<file path="src/verilog/dnic_pkg.sv">
// Shared constants and types for the day and night illumination controller.
package dnic_pkg;
   localparam int LIGHT_W = 16;
   localparam int DUTY_W = 8;
   localparam int CFG_W = 16;
   localparam int CFG_FLAG_HIGH_BIT = 6;
   localparam int CFG_FLAG_LOW_BIT = 5;
   localparam int CLK_MHZ = 125;
   localparam int MOVE_TIME_MS = 10;
   localparam int MOVE_CYCLES = MOVE_TIME_MS * 1000 * CLK_MHZ;
   localparam int PWM_PERIOD = 256;
   localparam logic [DUTY_W-1:0] RST_DUTY = 8'h80;

   typedef struct packed {
      logic [LIGHT_W-1:0] fullDim;
      logic [LIGHT_W-1:0] dimOff;
      logic [LIGHT_W-1:0] offClosed;
   } dnic_thr_t;

   typedef struct packed {
      logic a;
      logic b;
   } dnic_bridge_t;

   localparam dnic_bridge_t BRIDGE_IDLE = 2'h0;
   localparam dnic_bridge_t BRIDGE_OPEN = 2'h1;
   localparam dnic_bridge_t BRIDGE_CLOSE = 2'h2;

   typedef enum logic [3:0] {
      ST_IDLE = 4'h1,
      ST_READ = 4'h2,
      ST_CLEAR = 4'h4,
      ST_MOVE = 4'h8
   } dnic_state_t;

   typedef enum logic [3:0] {
      RG_FULL = 4'h1,
      RG_DIM = 4'h2,
      RG_OFF = 4'h4,
      RG_CLOSED = 4'h8
   } dnic_region_t;

   typedef enum logic [2:0] {
      LED_OFF = 3'h1,
      LED_FULL = 3'h2,
      LED_DIM = 3'h4
   } dnic_led_t;
endpackage

</file>
<file path="src/verilog/dnic_pwm.sv">
// Free-running PWM generator for the LED dimming current.
`timescale 1ns/1ps
module dnic_pwm
   import dnic_pkg::*;
#(
   parameter int PERIOD = PWM_PERIOD,
   parameter int DW = DUTY_W
)
(
   input wire logic clock,          // System clock.
   input wire logic rst_n,          // Synchronous reset, active low.
   input wire logic clkEn,          // Freezes all state while low.
   input wire logic run,            // Lets the output toggle.
   input wire logic [DW-1:0] duty,  // High cycles per period.
   output logic pwmOut              // Registered PWM level.
);
   localparam int CW = $clog2(PERIOD);
   localparam logic [CW-1:0] LAST = CW'(PERIOD - 1);

   logic [CW-1:0] count;

   always_ff @(posedge clock)
   begin
      if (!rst_n)
         count <= '0;
      else if (clkEn)
         count <= (count == LAST) ? '0 : count + 1'b1;
   end

   always_ff @(posedge clock)
   begin
      if (!rst_n)
         pwmOut <= 1'b0;
      else if (clkEn)
         pwmOut <= run && (CW'(duty) > count);
   end
endmodule

</file>
<file path="src/verilog/dnic_controller.sv">
// Day and night switching controller: filter bridge, LED driver and sensor handling.
// What this block does
// - With the mode button released when operation starts, the controller runs in interrupt mode.
// - With the mode button held when operation starts, the controller runs in automatic level mode.
// - In interrupt mode a sensor event is answered first by reading the sensor configuration register.
// - After a cleared dark-to-bright event the filter is closed and the LED driver disabled.
// - After a cleared bright-to-dark event the filter is opened and the LED driver enabled.
// - In automatic mode the dimming region keeps the filter open and drives the LED by PWM duty.
// - In automatic mode the LED-disabled region keeps the filter open and turns the LED off.
// - In automatic mode the filter-closed region closes the filter with the LED held off.
// - In automatic mode the sensor event line is ignored and only the light level decides.
`timescale 1ns/1ps
module dnic_controller
   import dnic_pkg::*;
#(
   parameter int MOVE_TICKS = MOVE_CYCLES,
   parameter int DW = DUTY_W
)
(
   input wire logic clock,                // System clock, 125 MHz.
   input wire logic rst_n,                // Synchronous reset, active low.
   input wire logic clkEn,                // Freezes all state while low.
   input wire logic modeSelectButton,     // High while the button is held down.
   input wire logic sensorEvent_n,        // Sensor event line, active low.
   input wire logic cfgReadAck,           // One-cycle pulse: configuration read done.
   input wire logic [CFG_W-1:0] cfgData,  // Configuration word, valid with cfgReadAck.
   input wire logic lightValid,           // One-cycle pulse: new light level.
   input wire logic [LIGHT_W-1:0] lightLevel, // Measured light level.
   input wire dnic_thr_t thresholds,      // Ascending region boundaries.
   input wire logic [DW-1:0] dimDuty,     // PWM duty for the dimming region.
   output logic cfgReadReq,               // Held high until cfgReadAck.
   output logic bridgeInputA,             // Filter motor bridge input A.
   output logic bridgeInputB,             // Filter motor bridge input B.
   output logic ledEnable,                // LED driver enabled.
   output logic ledPwm,                   // LED driver PWM level.
   output logic autoMode                  // High in automatic level mode.
);
   localparam logic [31:0] MOVE_LOAD = 32'(MOVE_TICKS);

   dnic_state_t state;
   dnic_region_t region;
   dnic_led_t ledMode;
   dnic_led_t next_ledMode;
   dnic_bridge_t bridge;
   logic started;
   logic filterClosed;
   logic next_filterClosed;
   logic applyNow;
   logic flagHigh;
   logic flagLow;
   logic pwmRaw;
   logic [31:0] moveCount;

   assign bridgeInputA = bridge.a;
   assign bridgeInputB = bridge.b;

   // The button is caught once, on the first enabled edge after reset.
   always_ff @(posedge clock)
   begin
      if (!rst_n)
      begin
         started <= 1'b0;
         autoMode <= 1'b0;
      end
      else if (clkEn && !started)
      begin
         started <= 1'b1;
         autoMode <= modeSelectButton;
      end
   end

   always_comb
   begin
      if (lightLevel < thresholds.fullDim)
         region = RG_FULL;
      else if (lightLevel < thresholds.dimOff)
         region = RG_DIM;
      else if (lightLevel < thresholds.offClosed)
         region = RG_OFF;
      else
         region = RG_CLOSED;
   end

   // Decide the new filter and LED targets for this cycle.
   always_comb
   begin
      applyNow = 1'b0;
      next_filterClosed = filterClosed;
      next_ledMode = ledMode;
      if (state == ST_IDLE && started && autoMode && lightValid)
      begin
         applyNow = 1'b1;
         unique case (region)
            RG_FULL:
            begin
               next_filterClosed = 1'b0;
               next_ledMode = LED_FULL;
            end
            RG_DIM:
            begin
               next_filterClosed = 1'b0;
               next_ledMode = LED_DIM;
            end
            RG_OFF:
            begin
               next_filterClosed = 1'b0;
               next_ledMode = LED_OFF;
            end
            RG_CLOSED:
            begin
               next_filterClosed = 1'b1;
               next_ledMode = LED_OFF;
            end
         endcase
      end
      else if (state == ST_CLEAR && sensorEvent_n)
      begin
         applyNow = 1'b1;
         if (flagHigh)
         begin
            next_filterClosed = 1'b1;
            next_ledMode = LED_OFF;
         end
         else if (flagLow)
         begin
            next_filterClosed = 1'b0;
            next_ledMode = LED_FULL;
         end
      end
   end

   always_ff @(posedge clock)
   begin
      if (!rst_n)
         state <= ST_IDLE;
      else if (clkEn)
      begin
         unique case (state)
            ST_IDLE:
               if (started && !autoMode && !sensorEvent_n)
                  state <= ST_READ;
               else if (applyNow && next_filterClosed != filterClosed)
                  state <= ST_MOVE;
            ST_READ:
               if (cfgReadAck)
                  state <= ST_CLEAR;
            ST_CLEAR:
               if (applyNow)
                  state <= (next_filterClosed != filterClosed) ? ST_MOVE : ST_IDLE;
            ST_MOVE:
               if (moveCount == 32'h1)
                  state <= ST_IDLE;
            default:
               state <= ST_IDLE;
         endcase
      end
   end

   always_ff @(posedge clock)
   begin
      if (!rst_n)
         cfgReadReq <= 1'b0;
      else if (clkEn)
      begin
         if (state == ST_IDLE && started && !autoMode && !sensorEvent_n)
            cfgReadReq <= 1'b1;
         else if (state == ST_READ && cfgReadAck)
            cfgReadReq <= 1'b0;
      end
   end

   always_ff @(posedge clock)
   begin
      if (!rst_n)
      begin
         flagHigh <= 1'b0;
         flagLow <= 1'b0;
      end
      else if (clkEn && state == ST_READ && cfgReadAck)
      begin
         flagHigh <= cfgData[CFG_FLAG_HIGH_BIT];
         flagLow <= cfgData[CFG_FLAG_LOW_BIT];
      end
   end

   always_ff @(posedge clock)
   begin
      if (!rst_n)
      begin
         filterClosed <= 1'b0;
         ledMode <= LED_OFF;
      end
      else if (clkEn && applyNow)
      begin
         filterClosed <= next_filterClosed;
         ledMode <= next_ledMode;
      end
   end

   // The bridge drives only for the motor run time, then both inputs fall.
   always_ff @(posedge clock)
   begin
      if (!rst_n)
      begin
         bridge <= BRIDGE_IDLE;
         moveCount <= '0;
      end
      else if (clkEn)
      begin
         if (applyNow && next_filterClosed != filterClosed)
         begin
            bridge <= next_filterClosed ? BRIDGE_CLOSE : BRIDGE_OPEN;
            moveCount <= MOVE_LOAD;
         end
         else if (state == ST_MOVE && moveCount == 32'h1)
         begin
            bridge <= BRIDGE_IDLE;
            moveCount <= '0;
         end
         else if (state == ST_MOVE)
            moveCount <= moveCount - 32'h1;
      end
   end

   dnic_pwm #(
      .PERIOD(PWM_PERIOD),
      .DW(DW)
   ) u_pwm (
      .clock(clock),
      .rst_n(rst_n),
      .clkEn(clkEn),
      .run(ledMode == LED_DIM),
      .duty(dimDuty),
      .pwmOut(pwmRaw)
   );

   always_ff @(posedge clock)
   begin
      if (!rst_n)
      begin
         ledEnable <= 1'b0;
         ledPwm <= 1'b0;
      end
      else if (clkEn)
      begin
         ledEnable <= (ledMode != LED_OFF);
         ledPwm <= (ledMode == LED_FULL) || (ledMode == LED_DIM && pwmRaw);
      end
   end
endmodule

</file>
<file path="config.mk">
export PLATFORM = sky130hd
export DESIGN_NAME = dnic_controller
export DESIGN_NICKNAME = d
export VERILOG_FILES = /design/src/verilog/dnic_pkg.sv /design/src/verilog/dnic_pwm.sv /design/src/verilog/dnic_controller.sv
export SDC_FILE = /design/constraint.sdc
export NUM_CORES = 1
export LEC_CHECK = 0
export BUFFER_PORTS_ARGS = -buffer_cell sky130_fd_sc_hd__buf_2
export CAP_MARGIN = 0
export CELL_PAD_IN_SITES_DETAIL_PLACEMENT = 1
export CELL_PAD_IN_SITES_GLOBAL_PLACEMENT = 1
export CORE_ASPECT_RATIO = 1.2
export CORE_MARGIN = 3
export CORE_UTILIZATION = 39
export DETAILED_ROUTE_END_ITERATION = 10
export PLACE_DENSITY_LB_ADDON = 0.1
export SYNTH_ARGS = -nofsm -noshare
export SYNTH_HDL_FRONTEND = slang
export SYNTH_SLANG_ARGS = --single-unit
</file>
<file path="constraint.sdc">
create_clock -name clock -period 3.65 [get_ports clock]
set_clock_uncertainty 0.2 [all_clocks]
set_input_delay 0.365 -clock clock [delete_from_list [all_inputs] [get_ports clock]]
set_output_delay 0.365 -clock clock [all_outputs]
set_load 0.05 [all_outputs]
</file>
### Word-level counts from Yosys, hierarchy flattened

Cells that the tools add are included.

| storage, ports and cells | value |
|---|---|
| register bits | 58 |
| logic and storage cells | 103 |

| operators by class | value |
|---|---|
| $add $sub $neg | 2 |
| magnitude comparators | 4 |
| equal/unequal tests | 18 |
| muxes and demuxes | 31 |
| reductions and logical operators | 33 |

Operator list:

| operator | number |
|---|---|
| $mux W32 | 3 |
| $lt A16 B16 Y1 | 3 |
| $mux W4 | 9 |
| $eq A32 B1 Y1 const B | 1 |
| $sub A32 B1 Y32 const B | 1 |
| $logic_and A1 B1 Y1 | 17 |
| $pmux W4 S4 | 1 |
| $mux W3 | 4 |
| $pmux W3 S3 | 1 |
| $add A8 B1 Y8 const B | 1 |
| $eq A4 B1 Y1 const B | 2 |
| $eq A4 B2 Y1 const B | 2 |
| $eq A4 B3 Y1 const B | 2 |
| $eq A4 B4 Y1 const B | 2 |
| $eq A8 B8 Y1 const B | 1 |
| $gt A8 B8 Y1 | 1 |
| $mux W1 | 8 |
| $mux W8 | 1 |
| $mux W2 | 3 |
| $ne A2 B2 Y1 const B | 3 |
| $ne A3 B1 Y1 const B | 2 |
| $reduce_and A2 Y1 | 3 |
| $reduce_bool A2 Y1 | 3 |
| $reduce_bool A3 Y1 | 2 |
| other kinds (10) | 12 |

### Longest topological paths before layout

| depth | value |
|---|---|
| depth after elaboration | 13 |
| depth in mapped cells | 12 |

### Hierarchy

Synthesis repeated with hierarchy kept, for this count alone.

| unflattened totals | value |
|---|---|
| cell total of the unflattened synthesis | 557 |
| area, all modules | 4309.1 um^2 |

Modules (own cells, without submodules):

| module | times used | cells an instance | area each (um^2) | sequential area each (um^2) |
|---|---|---|---|---|
| dnic_controller | 1 | 489 | 3711.1 | 980.9 |
| dnic_pwm | 1 | 68 | 598.1 | 180.2 |

### Least setup slack after synthesis

Ideal clock, no wire load.

| timing path | value |
|---|---|
| path type | input to register |
| from | in thresholds[30] (netlist name) |
| to | reg moveCount[10] |
| setup time | 88 ps |
| data arrival time | 2737 ps |
| data required time | 3362 ps |
| slack | 625 ps |
| cell stages on the path | 10 |
| buffers on the path | 1 |
| cells stage by stage | inv_1 > ha_1 > nand4_1 > nor4_1 > a21oi_4 > o31a_1 > or3_4 > a21boi_4 > buf_12 > nor4_4 |

| on the way | value |
|---|---|
| cells in the longest elaborated chain, start to end | 11 |
| elaborated cells between the ends (all ways) | 15 |
| classes of those cells | 1 x order compare; 5 x eq/ne; 5 x mux; 4 x reduce/logical |

RTL lines:

| what | line | text |
|---|---|---|
| start: declaration | dnic_controller.sv:29 | `input wire dnic_thr_t thresholds,` |
| $lt A16 B16 Y1 * | dnic_controller.sv:76 | `else if (lightLevel < thresholds.dimOff)` |
| $mux W4 * | dnic_controller.sv:76 |  |
| $mux W4 * | dnic_controller.sv:74 | `if (lightLevel < thresholds.fullDim)` |
| $eq A4 B3 Y1 (tied with other cells) | dnic_controller.sv:93 | `unique case (region)` |
| $reduce_or A3 Y1 (no source line) | -- |  |
| $pmux W1 S2 * | dnic_controller.sv:93 |  |
| $mux W1 * | dnic_controller.sv:90 | `if (state == ST_IDLE && started && autoMode && lightValid)` |
| $ne A1 B1 Y1 * | dnic_controller.sv:210 | `if (applyNow && next_filterClosed != filterClosed)` |
| $logic_and A1 B1 Y1 * | dnic_controller.sv:210 |  |
| $reduce_bool A3 Y1 (no source line) | -- |  |
| $reduce_and A2 Y1 (no source line) | -- |  |
| end signal: assignment | dnic_controller.sv:221 | `moveCount <= moveCount - 32'h1;` |
| end: declaration | dnic_controller.sv:52 | `logic [31:0] moveCount;` |

Mark *: on every way between the ends. The rest lies on a longest branch, timed or not.
A chain may end at the register's enable or synchronous reset.

### Worst setup path after layout

| timing path | value |
|---|---|
| from | reg state[3] |
| to | reg moveCount[30] |

| on the way | value |
|---|---|
| cells in the longest elaborated chain, start to end | 9 |
| elaborated cells between the ends (all ways) | 18 |
| classes of those cells | 4 x eq/ne; 6 x mux; 8 x reduce/logical |

RTL lines:

| what | line | text |
|---|---|---|
| start: declaration | dnic_controller.sv:40 | `dnic_state_t state;` |
| start signal: assignment | dnic_controller.sv:149 | `state <= (next_filterClosed != filterClosed) ? ST_MOVE : ST_IDLE;` |
| $eq A4 B1 Y1 | dnic_controller.sv:90 |  |
| $logic_and A1 B1 Y1 (3 in a row) | dnic_controller.sv:90 |  |
| $mux W1 | dnic_controller.sv:90 |  |
| $ne A1 B1 Y1 | dnic_controller.sv:210 |  |
| $logic_and A1 B1 Y1 | dnic_controller.sv:210 |  |
| $reduce_bool A3 Y1 (no source line) | -- |  |
| $reduce_and A2 Y1 (no source line) | -- |  |

Parallel ways exist; a longest one is shown, timed or not.

==> results.txt <==
----------------------------------------------------
[Status]
  Status ... complete, no violations

[Drt]
  Final WL ... 13400 um
  Pre-Repair DR Iteration Count ... 4
  Total number of vias ... 4629
  Post-detailed-route wirelength per cell ... 16.0 um
  Antenna-violating nets left ... 0
  Via/cell ratio ... 5.53
  Violation count after the first detailed-routing iteration ... 155
  DRC ... 0

[Power and ir drop]
  Net switching power ... 427 uW
  Sw frac ... 0.243
  Part of the power in the clock network ... 0.494
  Leakage power ... 2.56 nW
  Worst IR Drop VDD ... 0.209 mV
  Areal power density over the cells ... 311 nW/um^2
  Fraction of power consumed by sequential logic ... 0.369
  Proportion of power drawn by combinational gates ... 0.137
  Power Internal ... 1.33 mW

[Layout]
  Final net count ... 827
  Post-synthesis to final-layout area growth ... 20.5%
  Antenna cell count ... 0
  Finished Core Util ... 0.485
  Fraction of final layout cells with drive strength greater than 1 ... 0.226
  Post-Layout Inst Area ... 5630 um^2
  Final cell count without fillers ... 837

[Synth]
  Synth cell count leaders ... sky130_fd_sc_hd__nor2_1 (67), sky130_fd_sc_hd__dfxtp_1 (58), sky130_fd_sc_hd__inv_1 (58)
  Mapped Nets ... 737
  Number of warnings reported in the yosys synthesis log ... 0
  Most frequent cell after synthesis ... sky130_fd_sc_hd__nor2_1
  Avg Cell Area, Syn ... 7.98 um^2
  Most used flip-flop cell after synthesis ... sky130_fd_sc_hd__dfxtp_1
  Area of the mapped netlist ... 4670 um^2
  Cells after synthesis ... 586
  Sequential fraction of the synthesis area ... 0.248
  Synth cell types ... 69
  Cell types with the largest area share after synthesis ... sky130_fd_sc_hd__dfxtp_1 (25%), sky130_fd_sc_hd__ha_1 (15%), sky130_fd_sc_hd__nor2_1 (5.4%)
  Area share of the largest cell type after synthesis ... 0.248
  EDFF count, synth ... 0
  Cell type with the highest aggregate area in the netlist ... sky130_fd_sc_hd__dfxtp_1
  Flops & latches, synth ... 58
  Proportion of synthesized flip-flops having asynchronous set or reset ... 0

[Die]
  DIE AREA ... 13300 um^2
  Initial Util ... 0.402
  IO Pins ... 101
  Core area ... 11600 um^2
  Number of rows in the core area ... 43
  Die extent in x ... 106 um
  Die extent in y ... 126 um

[Clock network]
  Maximum buffer depth of the clock tree ... 2
  Clk Latency, worst-skew pair ... 0.33 ns
  Setup repair bufs after CTS ... 0
  Sink Count ... 58
  Number of gates resized after CTS ... 0
  Clock transition at the registers of the reported paths ... 0.05 ns
  Number of buffers inserted by hold repair at cts ... 0
  Cell chosen for the clock root ... sky130_fd_sc_hd__clkbuf_16
  TritonCTS clock tree ... yes
  Total CTS buffers ... 9
  Maximum level of the CTS H-tree ... 3

[Min path]
  Worst hold start ... modeSelectButton
  Path type of the worst min-delay path ... primary input to register
  Worst hold endpoint ... autoMode$_SDFFE_PN0P_
  Hold path depth ... 3

[Worst setup path]
  Reg2Reg Setup Slack ... 0.33 ns
  CP Capture Type ... register
  Crit Path Max Fanout ... 20
  Type of element launching the critical path ... register
  Count of cells along the worst register-to-register path ... 9
  Req. time, crit path ... 3.70 ns
  Data arrival time of the worst path ... 3.36 ns
  Worst r2r src ... state[3]$_SDFFE_PN0P_
  R2R Path End ... moveCount[30]$_SDFFE_PN0P_
  Crit path kind ... register to register

[Place]
  RePlAce Congestion ... 0.812
  Cell Area, Placed ... 5330 um^2
  Number of buffers inserted by port buffering ... 86
  Number of cells in the design after placement ... 822
  Placed wire-length estimate after detailed placement ... 10400 um

[STA]
  Post-route fraction of the period consumed by the critical path ... 0.909
  Number of hold violations in the final report ... 0
  Min Tclk post-route ... 3.32 ns
  Worst Tran Pin Value ... 0.521 ns
  Fmax achieved ... 301 MHz
  Final setup TNS ... 0 ns
  Final setup violation count ... 0
  Count of final max-slew check failures ... 0
  Tightest hold margin ... 0.0837 ns
  Setup repair after global routing missed its margin ... no
  Max_slew headroom ... 0.652

[Run]
  Number of max-cap violations ... 0

[Global route]
  Global-route wire length before repair ... 22200 um
  Initial antenna violation count ... 0
  Maximum number of pins on one net before global-route repair ... 43
  Overflow after GRT ... 0
  Overall Global Routing Usage ... 0.202
  Vias in the first global route ... 4881

----------------------------------------------------
cell usage in the layout (no fill, tap or decap), types with 3 or more instances in the layout:
master | netlist | layout
sky130_fd_sc_hd__a211oi_1 | 3 | 3
sky130_fd_sc_hd__a21o_1 | 5 | 5
sky130_fd_sc_hd__a21oi_1 | 47 | 47
sky130_fd_sc_hd__a22oi_1 | 3 | 3
sky130_fd_sc_hd__a31oi_1 | 4 | 4
sky130_fd_sc_hd__and2_1 | 4 | 4
sky130_fd_sc_hd__and3_1 | 22 | 22
sky130_fd_sc_hd__and4_1 | 3 | 3
sky130_fd_sc_hd__buf_2 | 2 | 86
sky130_fd_sc_hd__buf_4 | 2 | 14
sky130_fd_sc_hd__clkbuf_16 | 0 | 9
sky130_fd_sc_hd__clkbuf_8 | 0 | 3
sky130_fd_sc_hd__dfxtp_1 | 58 | 58
sky130_fd_sc_hd__ha_1 | 56 | 56
sky130_fd_sc_hd__inv_1 | 58 | 58
sky130_fd_sc_hd__mux2i_1 | 7 | 7
sky130_fd_sc_hd__nand2_1 | 32 | 32
sky130_fd_sc_hd__nand2b_1 | 5 | 5
sky130_fd_sc_hd__nand3_1 | 15 | 15
sky130_fd_sc_hd__nand3b_1 | 3 | 3
sky130_fd_sc_hd__nand4_1 | 12 | 12
sky130_fd_sc_hd__nand4b_1 | 4 | 4
sky130_fd_sc_hd__nor2_1 | 67 | 67
sky130_fd_sc_hd__nor2b_1 | 6 | 6
sky130_fd_sc_hd__nor3_1 | 15 | 15
sky130_fd_sc_hd__nor3b_1 | 3 | 3
sky130_fd_sc_hd__nor4_1 | 7 | 7
sky130_fd_sc_hd__nor4_2 | 11 | 11
sky130_fd_sc_hd__nor4_4 | 4 | 4
sky130_fd_sc_hd__o211ai_1 | 7 | 7
sky130_fd_sc_hd__o21a_1 | 4 | 4
sky130_fd_sc_hd__o21ai_0 | 28 | 28
sky130_fd_sc_hd__o221a_2 | 9 | 9
sky130_fd_sc_hd__o31ai_1 | 5 | 5
sky130_fd_sc_hd__or2_2 | 4 | 4
sky130_fd_sc_hd__or3_1 | 5 | 5
sky130_fd_sc_hd__or4_1 | 8 | 8
sky130_fd_sc_hd__xnor2_1 | 6 | 6
critical path, cell delays in order (launching register included):
cell	delay, ns
sky130_fd_sc_hd__dfxtp_1	0.37
sky130_fd_sc_hd__nor4b_4	0.37
sky130_fd_sc_hd__and4_1	0.36
sky130_fd_sc_hd__a221oi_1	0.11
sky130_fd_sc_hd__a41o_1	0.38
sky130_fd_sc_hd__o31a_1	0.38
sky130_fd_sc_hd__or3_4	0.44
sky130_fd_sc_hd__a21boi_4	0.16
sky130_fd_sc_hd__buf_12	0.18
sky130_fd_sc_hd__nor4_2	0.27
stage by stage:
stage / power, mW / worst slack, ns
after floorplan: 0.800 / 0.625
after global placement: 0.891 / 0.178
after detailed placement: 0.905 / 0.0918
after CTS: 1.78 / 0.319
final: 1.75 / 0.330
after global routing: 1.84 / 0.102
cells by family after synthesis:
group	Yosys count	synth area share
adders and majority gates	56	0.150
DFF	58	0.248
muxes	8	0.0174
xor gates and xnor gates	6	0.0112
and+or+nand+nor	236	0.297
AOI/OAI and AO/OA	140	0.203
buffers and inverters	82	0.0731
registers in the layout, summed over array words and instances, names as in the netlist, 3 cells and up:
name	count
ledMode	3
state	4
u_pwm.count	8
moveCount	32
final cells by class:
cell class / instances / area, um^2
fillers: 1496 / 5990
clock inverters: 2 / 35.0
repair buffers: 102 / 576
clock buffers: 13 / 270
inverters: 59 / 221
multi-input cells: 446 / 3170
well taps: 157 / 196
flip-flops and latches: 58 / 1160
power by group through the flow:
stage / Combinational (mW) / Sequential, mW / Clock, mW
final: 0.240 / 0.647 / 0.866
after floorplan: 0.136 / 0.664 / 0
after detailed placement: 0.245 / 0.660 / 0
after global placement: 0.232 / 0.659 / 0
after global routing: 0.276 / 0.647 / 0.918
after CTS: 0.246 / 0.647 / 0.890
layer usage:
layer,wire length (um),GRT usage
met2,7010,0.389
met3,431,0.0282
met4,195,0.0648
met1,5720,0.225
met5,0,0
worst max-delay path by stage:
stage | start | to | slack, ns
finish | state[3]$_SDFFE_PN0P_ | moveCount[30]$_SDFFE_PN0P_ | 0.33
CTS | state[3]$_SDFFE_PN0P_ | moveCount[25]$_SDFFE_PN0P_ | 0.32
global placement | lightLevel[13] | moveCount[19]$_SDFFE_PN0P_ | 0.18
global route | state[3]$_SDFFE_PN0P_ | moveCount[29]$_SDFFE_PN0P_ | 0.10
floorplan | thresholds[30] | moveCount[10]$_SDFFE_PN0P_ | 0.63
detailed placement | lightLevel[13] | moveCount[18]$_SDFFE_PN0P_ | 0.09
Note: power is estimated with default switching activity, not from simulation.
